==> config.mk <==
export PLATFORM = sky130hd
export DESIGN_NAME = rcalu_core
export DESIGN_NICKNAME = d
export VERILOG_FILES = /design/src/hw/rcalu_core.v
export VERILOG_INCLUDE_DIRS = /design/src /design/src/hw
export SDC_FILE = /design/constraint.sdc
export NUM_CORES = 1
export LEC_CHECK = 0
export BUFFER_PORTS_ARGS = -buffer_cell sky130_fd_sc_hd__buf_2
export CORE_ASPECT_RATIO = 1.75
export CORE_MARGIN = 8
export CORE_UTILIZATION = 30
export CTS_CLUSTER_DIAMETER = 60
export DETAILED_ROUTE_END_ITERATION = 10
export PLACE_DENSITY_LB_ADDON = 0.25
export SLEW_MARGIN = 0
export SYNTH_ARGS = -nofsm -noshare
export SYNTH_HDL_FRONTEND = slang
export SYNTH_SLANG_ARGS = --single-unit
==> constraint.sdc <==
create_clock -name clock_i -period 4.2 [get_ports clock_i]
set_input_delay 0.42 -clock clock_i [delete_from_list [all_inputs] [get_ports clock_i]]
set_output_delay 0.42 -clock clock_i [all_outputs]
set_load 0.02 [all_outputs]
==> src/hw/rcalu_defines.vh <==
/*
  Constants for the 8-bit core datapath: instruction fields and codes,
  register file locations of the core registers, status bits, phases.
  Assumes inclusion by bare name from the core file only.
*/
`ifndef RCALU_DEFINES_VH
`define RCALU_DEFINES_VH

// register file locations held inside the core
`define RCALU_ADDR_INDF 5'h00
`define RCALU_ADDR_PCL 5'h02
`define RCALU_ADDR_STATUS 5'h03
`define RCALU_ADDR_FSR 5'h04

// status bits
`define RCALU_BIT_C 0
`define RCALU_BIT_DC 1
`define RCALU_BIT_Z 2
`define RCALU_PAGE 6:5
`define RCALU_STATUS_RST 8'h18

// instruction fields
`define RCALU_F_FIELD 4:0
`define RCALU_K8 7:0
`define RCALU_K9 8:0
`define RCALU_BIT_SEL 7:5
`define RCALU_OP_FIELD 9:6
`define RCALU_CLS_FIELD 11:10
`define RCALU_LIT_SEL 9:8
`define RCALU_PFX4 11:8
`define RCALU_PFX3 11:9
`define RCALU_D_BIT 5
`define RCALU_BITOP_SET 8
`define RCALU_BITOP_TEST 9

// instruction classes and prefixes
`define RCALU_CLS_BYTE 2'h0
`define RCALU_CLS_BIT 2'h1
`define RCALU_CLS_LIT 2'h3
`define RCALU_PFX_RETLW 4'h8
`define RCALU_PFX_CALL 4'h9
`define RCALU_PFX_GOTO 3'h5
`define RCALU_INSN_NOP 12'h000

// arithmetic unit operations
`define RCALU_OP_MOVW 4'h0
`define RCALU_OP_CLR 4'h1
`define RCALU_OP_SUB 4'h2
`define RCALU_OP_DEC 4'h3
`define RCALU_OP_IOR 4'h4
`define RCALU_OP_AND 4'h5
`define RCALU_OP_XOR 4'h6
`define RCALU_OP_ADD 4'h7
`define RCALU_OP_MOV 4'h8
`define RCALU_OP_COM 4'h9
`define RCALU_OP_INC 4'ha
`define RCALU_OP_DECSZ 4'hb
`define RCALU_OP_ROTR 4'hc
`define RCALU_OP_ROTL 4'hd
`define RCALU_OP_SWAP 4'he
`define RCALU_OP_INCSZ 4'hf
`define RCALU_LIT_BASE 4'h3

// one-hot phase codes
`define RCALU_PH_ONE 4'h1
`define RCALU_PH_TWO 4'h2
`define RCALU_PH_THREE 4'h4
`define RCALU_PH_FOUR 4'h8

`endif

==> src/hw/rcalu_core.v <==
/*
  Core of a small 8-bit microcontroller: two-stage fetch/execute,
  four-phase instruction cycle, accumulator, status flags, two-entry
  return stack, program counter, status and indirect pointer mapped
  into the data register file.
  Assumes program memory answering pm_data_i combinationally from
  pm_addr_o, and a register file answering rf_rdata_i combinationally
  from rf_addr_o; rc_mode_i is a static configuration level.
*/
`include "rcalu_defines.vh"
`timescale 1ns/1ps
`default_nettype none

module rcalu_core #(
  parameter PC_W = 11
) (
  input wire clock_i,                    // core clock
  input wire rst_i,                      // async reset, active high
  input wire master_clear_n_i,           // reset pin, active low
  input wire rc_mode_i,                  // rc oscillator configuration
  output wire [PC_W-1:0] pm_addr_o,      // program memory address
  input wire [11:0] pm_data_i,           // program memory word
  output wire [4:0] rf_addr_o,           // register file address
  output wire rf_rd_o,                   // register file read strobe
  input wire [7:0] rf_rdata_i,           // register file read data
  output wire rf_wr_o,                   // register file write strobe
  output wire [7:0] rf_wdata_o,          // register file write data
  output wire [7:0] acc_o,               // accumulator
  output wire [7:0] status_o,            // status register
  output wire [3:0] phase_o,             // one-hot instruction phase
  output wire quarter_rate_clock_out_o   // quarter rate clock
);

  localparam [PC_W-1:0] PC_TOP = {PC_W{1'b1}};
  localparam [PC_W-1:0] PC_ONE = {{(PC_W-1){1'b0}}, 1'b1};

  // flags in bits 9:8 (carry, half carry), result in 7:0
  function [9:0] rcalu_alu;
    input [3:0] op;
    input [7:0] w;
    input [7:0] f;
    input cin;
    reg [8:0] s;
    reg [4:0] n;
    begin
      s = {1'b0, f} + {1'b0, ~w} + 9'h001;
      n = {1'b0, f[3:0]} + {1'b0, ~w[3:0]} + 5'h01;
      case (op)
        `RCALU_OP_MOVW: rcalu_alu = {cin, 1'b0, w};
        `RCALU_OP_CLR: rcalu_alu = {cin, 1'b0, 8'h00};
        `RCALU_OP_SUB: rcalu_alu = {s[8], n[4], s[7:0]};
        `RCALU_OP_DEC, `RCALU_OP_DECSZ: rcalu_alu = {cin, 1'b0, f - 8'h01};
        `RCALU_OP_IOR: rcalu_alu = {cin, 1'b0, f | w};
        `RCALU_OP_AND: rcalu_alu = {cin, 1'b0, f & w};
        `RCALU_OP_XOR: rcalu_alu = {cin, 1'b0, f ^ w};
        `RCALU_OP_ADD: begin
          s = {1'b0, f} + {1'b0, w};
          n = {1'b0, f[3:0]} + {1'b0, w[3:0]};
          rcalu_alu = {s[8], n[4], s[7:0]};
        end
        `RCALU_OP_COM: rcalu_alu = {cin, 1'b0, ~f};
        `RCALU_OP_INC, `RCALU_OP_INCSZ: rcalu_alu = {cin, 1'b0, f + 8'h01};
        `RCALU_OP_ROTR: rcalu_alu = {f[0], 1'b0, cin, f[7:1]};
        `RCALU_OP_ROTL: rcalu_alu = {f[7], 1'b0, f[6:0], cin};
        `RCALU_OP_SWAP: rcalu_alu = {cin, 1'b0, f[3:0], f[7:4]};
        default: rcalu_alu = {cin, 1'b0, f};
      endcase
    end
  endfunction

  // indirect access goes through the pointer
  function [4:0] rcalu_eff;
    input [4:0] f;
    input [7:0] ptr;
    begin
      rcalu_eff = (f == `RCALU_ADDR_INDF) ? ptr[4:0] : f;
    end
  endfunction

  // all-zero test shared by zero flag and skip decode
  function rcalu_zero;
    input [7:0] v;
    begin
      rcalu_zero = (v == 8'h00);
    end
  endfunction

  reg [2:0] master_clear_n_s_q;
  reg master_clear_n_f_q;
  reg [3:0] phase_q;
  reg [PC_W-1:0] pc_q;
  reg [PC_W-1:0] stk0_q;
  reg [PC_W-1:0] stk1_q;
  reg [11:0] fetch_q;
  reg [11:0] ir_q;
  reg flush_q;
  reg hold_q;
  reg [4:0] addr_q;
  reg [7:0] opnd_q;
  reg [7:0] w_q;
  reg [7:0] st_q;
  reg [7:0] fsr_q;
  reg [7:0] wdata_q;
  reg quarter_rate_clock_out_q;

  // pin filter: level taken once second and third stages agree
  always @(posedge clock_i or posedge rst_i) begin
    if (rst_i) begin
      master_clear_n_s_q <= 3'h7;
      master_clear_n_f_q <= 1'b1;
    end else begin
      master_clear_n_s_q <= {master_clear_n_s_q[1:0], master_clear_n_i};
      if (master_clear_n_s_q[1] == master_clear_n_s_q[2])
        master_clear_n_f_q <= master_clear_n_s_q[2];
    end
  end

  // decode of the executing word
  wire [1:0] cls = ir_q[`RCALU_CLS_FIELD];
  wire [3:0] op = ir_q[`RCALU_OP_FIELD];
  wire is_byte = cls == `RCALU_CLS_BYTE;
  wire is_bit = cls == `RCALU_CLS_BIT;
  wire is_lit = cls == `RCALU_CLS_LIT;
  wire is_retlw = ir_q[`RCALU_PFX4] == `RCALU_PFX_RETLW;
  wire is_call = ir_q[`RCALU_PFX4] == `RCALU_PFX_CALL;
  wire is_goto = ir_q[`RCALU_PFX3] == `RCALU_PFX_GOTO;
  wire lit_mov = ir_q[`RCALU_LIT_SEL] == 2'h0;
  wire [3:0] lit_op = lit_mov ? `RCALU_OP_MOV : (`RCALU_LIT_BASE + {2'h0, ir_q[`RCALU_LIT_SEL]});
  wire [3:0] aop = is_lit ? lit_op : (is_retlw ? `RCALU_OP_MOV : op);
  wire [7:0] b_opnd = (is_lit | is_retlw) ? ir_q[`RCALU_K8] : opnd_q;
  wire [9:0] alu = rcalu_alu(aop, w_q, b_opnd, st_q[`RCALU_BIT_C]);

  wire [7:0] bmask = 8'h01 << ir_q[`RCALU_BIT_SEL];
  wire [7:0] bit_res = ir_q[`RCALU_BITOP_SET] ? (opnd_q | bmask) : (opnd_q & ~bmask);
  wire bit_val = |(opnd_q & bmask);
  wire [7:0] result = is_bit ? bit_res : alu[7:0];

  wire d_f = ir_q[`RCALU_D_BIT];
  wire wr_f = (is_byte & d_f) | (is_bit & ~ir_q[`RCALU_BITOP_TEST]);
  wire wr_w = (is_byte & ~d_f & (op != `RCALU_OP_MOVW)) | is_lit | is_retlw;
  wire flag_en = is_byte | (is_lit & ~lit_mov);
  wire z_aff = flag_en & (aop >= `RCALU_OP_CLR) & (aop <= `RCALU_OP_INC);
  wire c_aff = flag_en & ((aop == `RCALU_OP_SUB) | (aop == `RCALU_OP_ADD) |
                          (aop == `RCALU_OP_ROTR) | (aop == `RCALU_OP_ROTL));
  wire dc_aff = flag_en & ((aop == `RCALU_OP_SUB) | (aop == `RCALU_OP_ADD));

  wire skip = (is_bit & ir_q[`RCALU_BITOP_TEST] & (bit_val == ir_q[`RCALU_BITOP_SET])) |
              (is_byte & ((op == `RCALU_OP_DECSZ) | (op == `RCALU_OP_INCSZ)) & rcalu_zero(alu[7:0]));

  wire int_pcl = addr_q == `RCALU_ADDR_PCL;
  wire int_st = addr_q == `RCALU_ADDR_STATUS;
  wire int_fsr = addr_q == `RCALU_ADDR_FSR;
  wire ext = ~(int_pcl | int_st | int_fsr);
  wire pcl_wr = wr_f & int_pcl;
  wire branch = is_goto | is_call | is_retlw | pcl_wr;

  // phase decodes for strobes and clock out
  wire ph_two = phase_q == `RCALU_PH_TWO;
  wire ph_three = phase_q == `RCALU_PH_THREE;
  wire ph_four = phase_q == `RCALU_PH_FOUR;

  // targets built at full width; upper page bits drop on small variants
  wire [10:0] tgt_goto = {st_q[`RCALU_PAGE], ir_q[`RCALU_K9]};
  wire [10:0] tgt_call = {st_q[`RCALU_PAGE], 1'b0, ir_q[`RCALU_K8]};
  wire [10:0] tgt_pcl = {st_q[`RCALU_PAGE], 1'b0, result};

  reg [7:0] rd_mux;
  always @* begin
    if (int_pcl)
      rd_mux = pc_q[7:0];
    else if (int_st)
      rd_mux = st_q;
    else if (int_fsr)
      rd_mux = fsr_q;
    else
      rd_mux = rf_rdata_i;
  end

  always @(posedge clock_i or posedge rst_i) begin
    if (rst_i) begin
      phase_q <= `RCALU_PH_ONE;
      pc_q <= PC_TOP;
      stk0_q <= {PC_W{1'b0}};
      stk1_q <= {PC_W{1'b0}};
      fetch_q <= `RCALU_INSN_NOP;
      ir_q <= `RCALU_INSN_NOP;
      flush_q <= 1'b1;
      hold_q <= 1'b1;
      addr_q <= 5'h00;
      opnd_q <= 8'h00;
      w_q <= 8'h00;
      st_q <= `RCALU_STATUS_RST;
      fsr_q <= 8'h00;
      wdata_q <= 8'h00;
      quarter_rate_clock_out_q <= 1'b0;
    end else if (!master_clear_n_f_q) begin
      phase_q <= `RCALU_PH_ONE;
      pc_q <= PC_TOP;
      stk0_q <= {PC_W{1'b0}};
      stk1_q <= {PC_W{1'b0}};
      fetch_q <= `RCALU_INSN_NOP;
      ir_q <= `RCALU_INSN_NOP;
      flush_q <= 1'b1;
      hold_q <= 1'b1;
      addr_q <= 5'h00;
      opnd_q <= 8'h00;
      w_q <= 8'h00;
      st_q <= `RCALU_STATUS_RST;
      fsr_q <= 8'h00;
      wdata_q <= 8'h00;
      quarter_rate_clock_out_q <= 1'b0;
    end else begin
      phase_q <= {phase_q[2:0], phase_q[3]};
      quarter_rate_clock_out_q <= rc_mode_i & (ph_two | ph_three);
      case (phase_q)
        `RCALU_PH_ONE: begin
          ir_q <= flush_q ? `RCALU_INSN_NOP : fetch_q;
          addr_q <= rcalu_eff(fetch_q[`RCALU_F_FIELD], fsr_q);
          flush_q <= 1'b0;
          hold_q <= 1'b0;
          if (!hold_q)
            pc_q <= pc_q + PC_ONE;
        end
        `RCALU_PH_TWO: begin
          opnd_q <= rd_mux;
        end
        `RCALU_PH_THREE: begin
          wdata_q <= result;
        end
        `RCALU_PH_FOUR: begin
          fetch_q <= pm_data_i;
          if (wr_w)
            w_q <= result;
          if (wr_f & int_fsr)
            fsr_q <= result;
          if (wr_f & int_st)
            st_q <= result;
          if (z_aff)
            st_q[`RCALU_BIT_Z] <= rcalu_zero(alu[7:0]);
          if (c_aff)
            st_q[`RCALU_BIT_C] <= alu[9];
          if (dc_aff)
            st_q[`RCALU_BIT_DC] <= alu[8];
          if (is_call) begin
            stk1_q <= stk0_q;
            stk0_q <= pc_q;
            pc_q <= tgt_call[PC_W-1:0];
          end else if (is_retlw) begin
            pc_q <= stk0_q;
            stk0_q <= stk1_q;
          end else if (is_goto) begin
            pc_q <= tgt_goto[PC_W-1:0];
          end else if (pcl_wr) begin
            pc_q <= tgt_pcl[PC_W-1:0];
          end
          if (branch) begin
            flush_q <= 1'b1;
            hold_q <= 1'b1;
          end else if (skip) begin
            flush_q <= 1'b1;
          end
        end
        default: begin
          phase_q <= `RCALU_PH_ONE;
        end
      endcase
    end
  end

  assign pm_addr_o = pc_q;
  assign rf_addr_o = addr_q;
  assign rf_rd_o = master_clear_n_f_q & ph_two & ext;
  assign rf_wr_o = master_clear_n_f_q & ph_four & wr_f & ext;
  assign rf_wdata_o = wdata_q;
  assign acc_o = w_q;
  assign status_o = st_q;
  assign phase_o = phase_q;
  assign quarter_rate_clock_out_o = quarter_rate_clock_out_q;

endmodule // rcalu_core

`default_nettype wire

==> results of run 1 <==
## per-layer routing
| metal | GRT usage, % | vias up | part of all wire [%] | routed length [µm] |
|---|---|---|---|---|
| met3 | 2.79 | 121 | 3.5 | 1140 |
| met2 | 38.5 | 301 | 54 | 17700 |
| met5 | 0 | - | 0 | 0 |
| li1 | - | 3606 | - | - |
| met4 | 15.1 | 0 | 7.0 | 2300 |
| met1 | 20.0 | 3906 | 35 | 11600 |
## layout make-up
class                   count  area (µm²)  area share, %
flip-flops and latches    113        2850           29.7
repair buffers            131         821           8.55
inverters                  29         111           1.16
clock buffers              17         425           4.43
well taps                 324         405           4.22
multi-input cells         727        4830           50.2
clock inverters            15         163           1.69
## Yosys cell counts, drive strengths merged (6+ instances only)
master / instances
mux2i: 56
o221ai: 9
buf: 23
clkbuf: 38
nand2: 96
o22ai: 15
and2: 7
dfstp: 20
dfrtp: 93
nor2: 100
nor3: 15
a31oi: 6
a22o: 12
and3: 8
o211ai: 6
a21oi: 91
nand2b: 10
nand3: 24
a211oi: 37
nor2b: 18
nand3b: 16
nand4: 6
xor2: 6
o21ai: 37
ha: 32
xnor2: 10
inv: 28
a21o: 8
a221oi: 6
a22oi: 7
## logic make-up (layout without fill, tap and decap cells)
family	count (synthesis)	after routing	synth area share (%)
and+or+nand+nor	323	323	19.3
AOI/OAI and AO/OA	293	293	25.4
DFF	113	113	35.5
buffers and inverters	90	192	4.72
muxes	59	59	7.49
adders and majority gates	36	36	5.85
xor gates and xnor gates	16	16	1.74
## stage by stage
step | area [µm²] | std cells
finish | 9600 | 1356
global route | 9600 | 1356
CTS | 9600 | 1356
detailed placement | 9020 | 1324
global placement | 9020 | 1324
floorplan | 8040 | 930
## layout by cell type, fill, tap and decap left out, drive strengths merged, types with 7 or more instances in the layout
cell,instances
buf,131
nor2,100
nand2,96
dfrtp,93
a21oi,91
mux2i,56
a211oi,37
o21ai,37
ha,32
inv,31
nand3,24
dfstp,20
nor2b,18
clkbuf,17
nand3b,16
nor3,15
o22ai,15
a22o,12
nand2b,10
xnor2,10
o221ai,9
and3,8
a21o,8
clkinv,8
and2,7
a22oi,7
## registers in the layout, summed over array words and instances, names as in the netlist
signal,count
status_o,8
stk1_q,11
stk0_q,11
fsr_q,8
fetch_q,12
master_clear_n_f_q,1
rf_addr_o,5
opnd_q,8
pm_addr_o,11
rf_wdata_o,8
acc_o,8
quarter_rate_clock_out_o,1
flush_q,1
phase_o,4
master_clear_n_s_q,3
ir_q,12
hold_q,1
## power groups by stage
stage / sequential, mW / combinational, mW / clock, mW
5_1_grt: 1.40 / 1.27 / 1.51
3_5_place_dp: 1.39 / 1.16 / 0
6_report: 1.38 / 1.17 / 1.43
2_1_floorplan: 1.42 / 0.688 / 0
4_1_cts: 1.38 / 1.17 / 1.46
3_3_place_gp: 1.39 / 1.16 / 0
## worst register-to-register path, delay by kind of cell (launching register included)
family | cells | cell delay (ns)
AO/OA/AOI/OAI | 8 | 1.90
adder cells (fa/ha/maj) | 1 | 0.42
buffers and inverters | 1 | 0.12
flip-flops | 1 | 0.42
multiplexers | 1 | 0.23
AND/OR/NAND/NOR | 4 | 0.68
## final timing paths
kind / startpoint / end / slack, ns
worst min-delay path: master_clear_n_i / master_clear_n_s_q[0] / 0.1
worst max register to register: ir_q[8] / status_o[2] / 0.32
worst max-delay path: ir_q[8] / status_o[2] / 0.32
max in group asynchronous: rst_i / master_clear_n_s_q[1] / 3.19
worst min register to register: master_clear_n_s_q[0] / master_clear_n_s_q[1] / 0.36
min in group asynchronous: rst_i / fetch_q[3] / 0.16
==> key figures, run 1 <==
Drt
  • Antenna-violating nets left: 0
  • Wire per inst: 24.1 µm
  • Residual DRC: 0
  • Via density: about 5.9
  • Pre-Repair DR Iteration Count: 5
  • DRT Wirelength: approximately 33000 µm
  • Initial DRC count: 600
  • Vias: 7934

Flow run
  • Number of max-cap violations: 0

Hold path
  • Hold Path Class: primary input to flip-flop
  • Hold Path Stages: 1

Place
  • Gpl congestion: around 1
  • DP HPWL: 25100 µm
  • Port bufs: 70
  • Place WS: 0.359 ns

Yosys
  • Synthesized area: roughly 8000 µm²
  • Area contributors post-synth: dfrtp_1 (29%), mux2i_1 (6.7%), dfstp_2 (6.5%)
  • Async SR Flop Fraction: 100%
  • Yosys warnings: 0
  • Instance count of the mapped netlist: 930
  • Top_reg_cell synth: dfrtp_1
  • Yosys cell types: 87
  • Sequential share of the synthesized area: between 30% and 40%
  • Syn_area_per_cell: 8.64 µm²
  • EDFF count, synth: 0
  • Post-synth net total: 989
  • Top cell type's share of synthesized area: just under 30%
  • #FFs+latches synth: between 100 and 150
  • Synth area leader: dfrtp_1

Floorplanning
  • # rows: 79
  • Die Span X: around 140 µm
  • Die area: 32500 µm²
  • Core ar.: between 20000 and 30000 µm²
  • Top Ports: 71
  • Die H: around 230 µm
  • Initial core utilization: a little under a third

Worst setup path
  • CP endpoint kind: flip-flop
  • Crit Path Class: flip-flop to flip-flop
  • Worst path bufs/invs: 1
  • WP data required: around 4.5 ns
  • Maximum fanout along the worst path: 9
  • Slowest stage delay, CP: between 0.4 and 0.5 ns
  • Critical path's slowest cell: dfrtp_1
  • Worst setup SP type: flip-flop
  • Crit-path cells: o21bai_4 > nand2_4 > mux2i_2 > inv_1 > ha_1 > nand2b_1 > o311a_1 > o21bai_1 > nor2b_1 > a221o_1 > a2111o_1 > a22oi_1 > and4_1 > o21ai_1 > o41ai_2
  • R2r worst-path depth: 15
  • CP top delay family: compound AO/OA/AOI/OAI gates
  • Worst EP arrival: roughly 4.2 ns
  • Critical path depth: 15

Global route
  • Vias in the first global route: approximately 8000
  • GRT Overall Usage: about a fifth
  • Maximum number of pins on one net before global-route repair: between 60 and 70
  • First-pass GRT wire length: 50600 µm
  • Grt ovf: 0
  • Antenna violations before repair: 0

Pwr
  • Reg power frac: between 30% and 40%
  • Switching pwr: ~1.4 mW
  • Power Internal: ~2.5 mW
  • PwrDens: approximately 410 nW/µm²
  • Sw Ratio: between 30% and 40%
  • Clk network pwr share: between 30 and 40%
  • Leakage: a little over 4 nW
  • Combinational group share of total power: between 20% and 30%
  • Pwr Total: 3.98 mW
  • IR drop worst, VDD: roughly 0.46 mV

CTS
  • Quantity of gates resized following cts: 0
  • Clk sinks: about 110
  • Clk root buf: clkbuf_16
  • Post-CTS setup repair buffer count: 0
  • Worst skew pair latency: approximately 0.42 ns
  • CTS max path bufs: 2
  • CTS tree: built
  • CTS Hold Bufs: 0
  • Reg clk slew, reported paths: 0.06 ns
  • CTS Buf Count: 17
  • H-tree levels: 4

Status
  • Status: completed

STA
  • Worst-Margin Slew: about 1.0 ns
  • Setup TNS: 0 ns
  • Fin crit share: 92.5%
  • Minimum clock period: between 3 and 4 ns
  • Final setup viols: 0
  • Slew Limit Fails: 0
  • Fmax: approximately 0.26 GHz
  • Clock skew: between 0.006 and 0.007 ns
  • Slew HR: 33.2%
  • Setup WS post-layout: approximately 0.32 ns
  • Hold WS: approximately 0.096 ns
  • Final number of hold-violating endpoints: 0
  • RSZ-0062 raised after global routing: false

Finish
  • Antenna diodes: 0
  • Fillers: roughly 2800
  • Fraction of layout cells with a size suffix above 1: a little over a fifth
  • P&R area growth vs syn: 19.5%
  • Fin util: between 30 and 40%
  • Fin nets: ~1100
Note: power is estimated with default switching activity, not from simulation.
==> inputs of run 2 (changes only) <==
--- a/config.mk
+++ b/config.mk
@@ -9,7 +9,7 @@
 export BUFFER_PORTS_ARGS = -buffer_cell sky130_fd_sc_hd__buf_2
 export CORE_ASPECT_RATIO = 1.75
 export CORE_MARGIN = 8
-export CORE_UTILIZATION = 30
+export CORE_UTILIZATION = 45
 export CTS_CLUSTER_DIAMETER = 60
 export DETAILED_ROUTE_END_ITERATION = 10
 export PLACE_DENSITY_LB_ADDON = 0.25
==> run 2 against run 1 <==
Effect of this change: critical path depth down 1; non-clock buffer count down 17; final cell count shrank 8.1%; total power decreased by 3.6%.
==> key figures, run 2 (synthesis results as in run 1) <==
Status
  • Status: completed

STA
  • Minimum clock period: 3.97 ns (+0.0858 ns)
  • RSZ-0062 raised after global routing: true
  • Slew Limit Fails: 0 (unchanged)
  • Final number of hold-violating endpoints: 0 (unchanged)
  • Worst-Margin Slew: 1.06 ns (+0.0612 ns)
  • Fin crit share: 94.5% (+2.0 points)
  • Final setup viols: 0 (unchanged)
  • Slew HR: 29.1% (-4.1 points)
  • Clock skew: 0.00732 ns (+0.000646 ns)
  • Setup WS post-layout: 0.231 ns (-0.0858 ns)
  • Fmax: 0.252 GHz (-2.2%)
  • Setup TNS: 0 ns (unchanged)

CTS
  • CTS tree: built
  • CTS max path bufs: 2 (unchanged)
  • H-tree levels: 4 (unchanged)
  • Worst skew pair latency: 0.42 ns (about the same)
  • CTS Buf Count: 17 (unchanged)
  • Clk root buf: clkbuf_16
  • CTS Hold Bufs: 0 (unchanged)
  • Clk sinks: 113 (unchanged)
  • Reg clk slew, reported paths: 0.06 ns (about the same)

Drt
  • Via density: 6.37 (+8.9%)
  • Vias: 7941 (+0.088%)
  • Wire per inst: 23.5 µm (-2.5%)
  • Antenna-violating nets left: 0 (unchanged)
  • Initial DRC count: 640 (+6.7%)
  • Pre-Repair DR Iteration Count: 5 (unchanged)
  • Residual DRC: 0 (unchanged)
  • DRT Wirelength: 29300 µm (-10%)

Pwr
  • Sw Ratio: 35.1% (-1.2 points)
  • PwrDens: 412 nW/µm² (-0.64%)
  • Clk network pwr share: 35.7% (-0.3 points)
  • Pwr Total: 3.84 mW (-3.6%)
  • Switching pwr: 1.35 mW (-6.8%)
  • IR drop worst, VDD: 0.407 mV (-12%)
  • Leakage: 3.98 nW (-2.3%)
  • Power Internal: 2.49 mW (-1.8%)
  • Combinational group share of total power: 28.2% (-1.2 points)
  • Reg power frac: 36.1% (+1.4 points)

Place
  • DP HPWL: 22100 µm (-12%)
  • Placement Cell Area: 8760 µm² (-2.8%)
  • Gpl congestion: 1.05 (+5.3%)
  • Place WS: 0.274 ns (-0.0845 ns)
  • Port bufs: 70 (unchanged)

Floorplanning
  • Die H: 193 µm (-17%)
  • Die area: 22600 µm² (-31%)
  • Core ar.: 17500 µm² (-34%)
  • Top Ports: 71 (unchanged)
  • Initial core utilization: 45.8% (+15 points)
  • Die Span X: 117 µm (-16%)
  • # rows: 64 (-19%)

Worst setup path
  • Crit-path cells: o21bai_4 > nand2_4 > mux2i_2 > buf_4 > fa_1 > xnor2_1 > a32o_1 > a2111oi_0 > and4b_1 > a21oi_1 > nor3_2 > and4_1 > o21ai_1 > o41ai_2
  • Maximum fanout along the worst path: 7 (-2)
  • Worst setup SP type: flip-flop
  • Critical path's slowest cell: a2111oi_0
  • CP endpoint kind: flip-flop
  • Crit Path Class: flip-flop to flip-flop
  • WP data required: 4.52 ns (about the same)
  • Slowest stage delay, CP: 0.48 ns (+0.06 ns)
  • Worst EP arrival: 4.29 ns (+0.09 ns)

Finish
  • Commonest non-fill, non-tap cells in the layout: nor2_1 (99), nand2_1 (95), dfrtp_1 (93), a21oi_1 (89), buf_2 (70)
  • Design area: 9320 µm² (-3.0%)
  • Fin util: 53.1% (+17 points)
  • Fin nets: 1061 (-1.6%)
  • Fraction of layout cells with a size suffix above 1: 19.5% (-1.4 points)
  • Regs by FF count: fetch_q: 12 flops, ir_q: 12 flops
  • Most common cell after layout, fill and taps aside: nor2_1
  • P&R area growth vs syn: 15.9%
  • Antenna diodes: 0 (unchanged)

Global route
  • GRT Overall Usage: 26.9% (+6.5 points)
  • Vias in the first global route: 8121 (-1.2%)
  • Maximum number of pins on one net before global-route repair: 71 (+4.4%)
  • Grt ovf: 0 (unchanged)
  • Antenna violations before repair: 0 (unchanged)
  • First-pass GRT wire length: 45700 µm (-9.6%)

Hold path
  • Hold Path Class: primary input to flip-flop

Flow run
  • Number of max-cap violations: 0 (unchanged)
## run 2: cell types whose count changed in the layout (fill, tap and decap cells not counted)
cell	change
clkinvlp_4	-1
buf_12	-1
buf_4	-16
inv_6	-2
nor3_2	+1
nor3_1	-1
clkinv_2	+7
clkbuf_1	+2
clkinv_4	-6
## run 2: metrics by stage
stage          cells  hold slack [ns]
5_1_grt         1246           0.0924
4_1_cts         1246           0.0899
3_5_place_dp    1214            0.351
2_1_floorplan    930            0.345
3_3_place_gp    1214            0.346
6_report        1246           0.0984
## run 2: layer usage
metal / global-route usage (%) / vias up / wire, µm
met5: 0 / - / 0
met4: 20.7 / 0 / 2180
met3: 5.20 / 131 / 1730
met2: 46.3 / 383 / 15200
met1: 28.1 / 3859 / 10200
li1: - / 3568 / -
## run 2: final timing paths
check	from	to	slack, ns	depth (start not counted)
max	ir_q[8]	status_o[2]	0.23	14
min	master_clear_n_i	master_clear_n_s_q[0]	0.1	1
max reg2reg	ir_q[8]	status_o[2]	0.23	14
min reg2reg	master_clear_n_s_q[0]	master_clear_n_s_q[1]	0.36	0
max in group asynchronous	rst_i	pm_addr_o[0]	3.15	3
min in group asynchronous	rst_i	fetch_q[4]	0.16	2
## run 2: cell type report
cell class / count / area, µm²
clock inverter: 13 / 120
sequential: 113 / 2850
multi-input combinational: 727 / 4830
tap: 231 / 289
fill: 1654 / 8220
inverter: 29 / 111
clock buffer: 19 / 433
timing repair buffer: 114 / 681
## run 2: power by group through the flow
stage | Clock [mW] | Combinational, mW | Sequential (mW)
after floorplan | 0 | 0.688 | 1.42
after global placement | 0 | 1.05 | 1.40
after detailed placement | 0 | 1.07 | 1.40
after CTS | 1.39 | 1.07 | 1.38
after global routing | 1.43 | 1.17 | 1.40
final | 1.37 | 1.08 | 1.39
## run 2: repair_timing
item	in CTS	in global routing
buffers inserted	0	0
endpoints found under the setup margin	0	5
resized for setup	0	1
## run 2: worst max-delay path, delay by kind of cell (launching register included)
kind                       cells  cell delay [ns]
adders and majority gates      1             0.42
and+or+nand+nor                4             1.04
AOI/OAI and AO/OA              6             1.45
DFF                            1             0.43
xor gates and xnor gates       1             0.15
muxes                          1             0.21
buffers and inverters          1             0.17
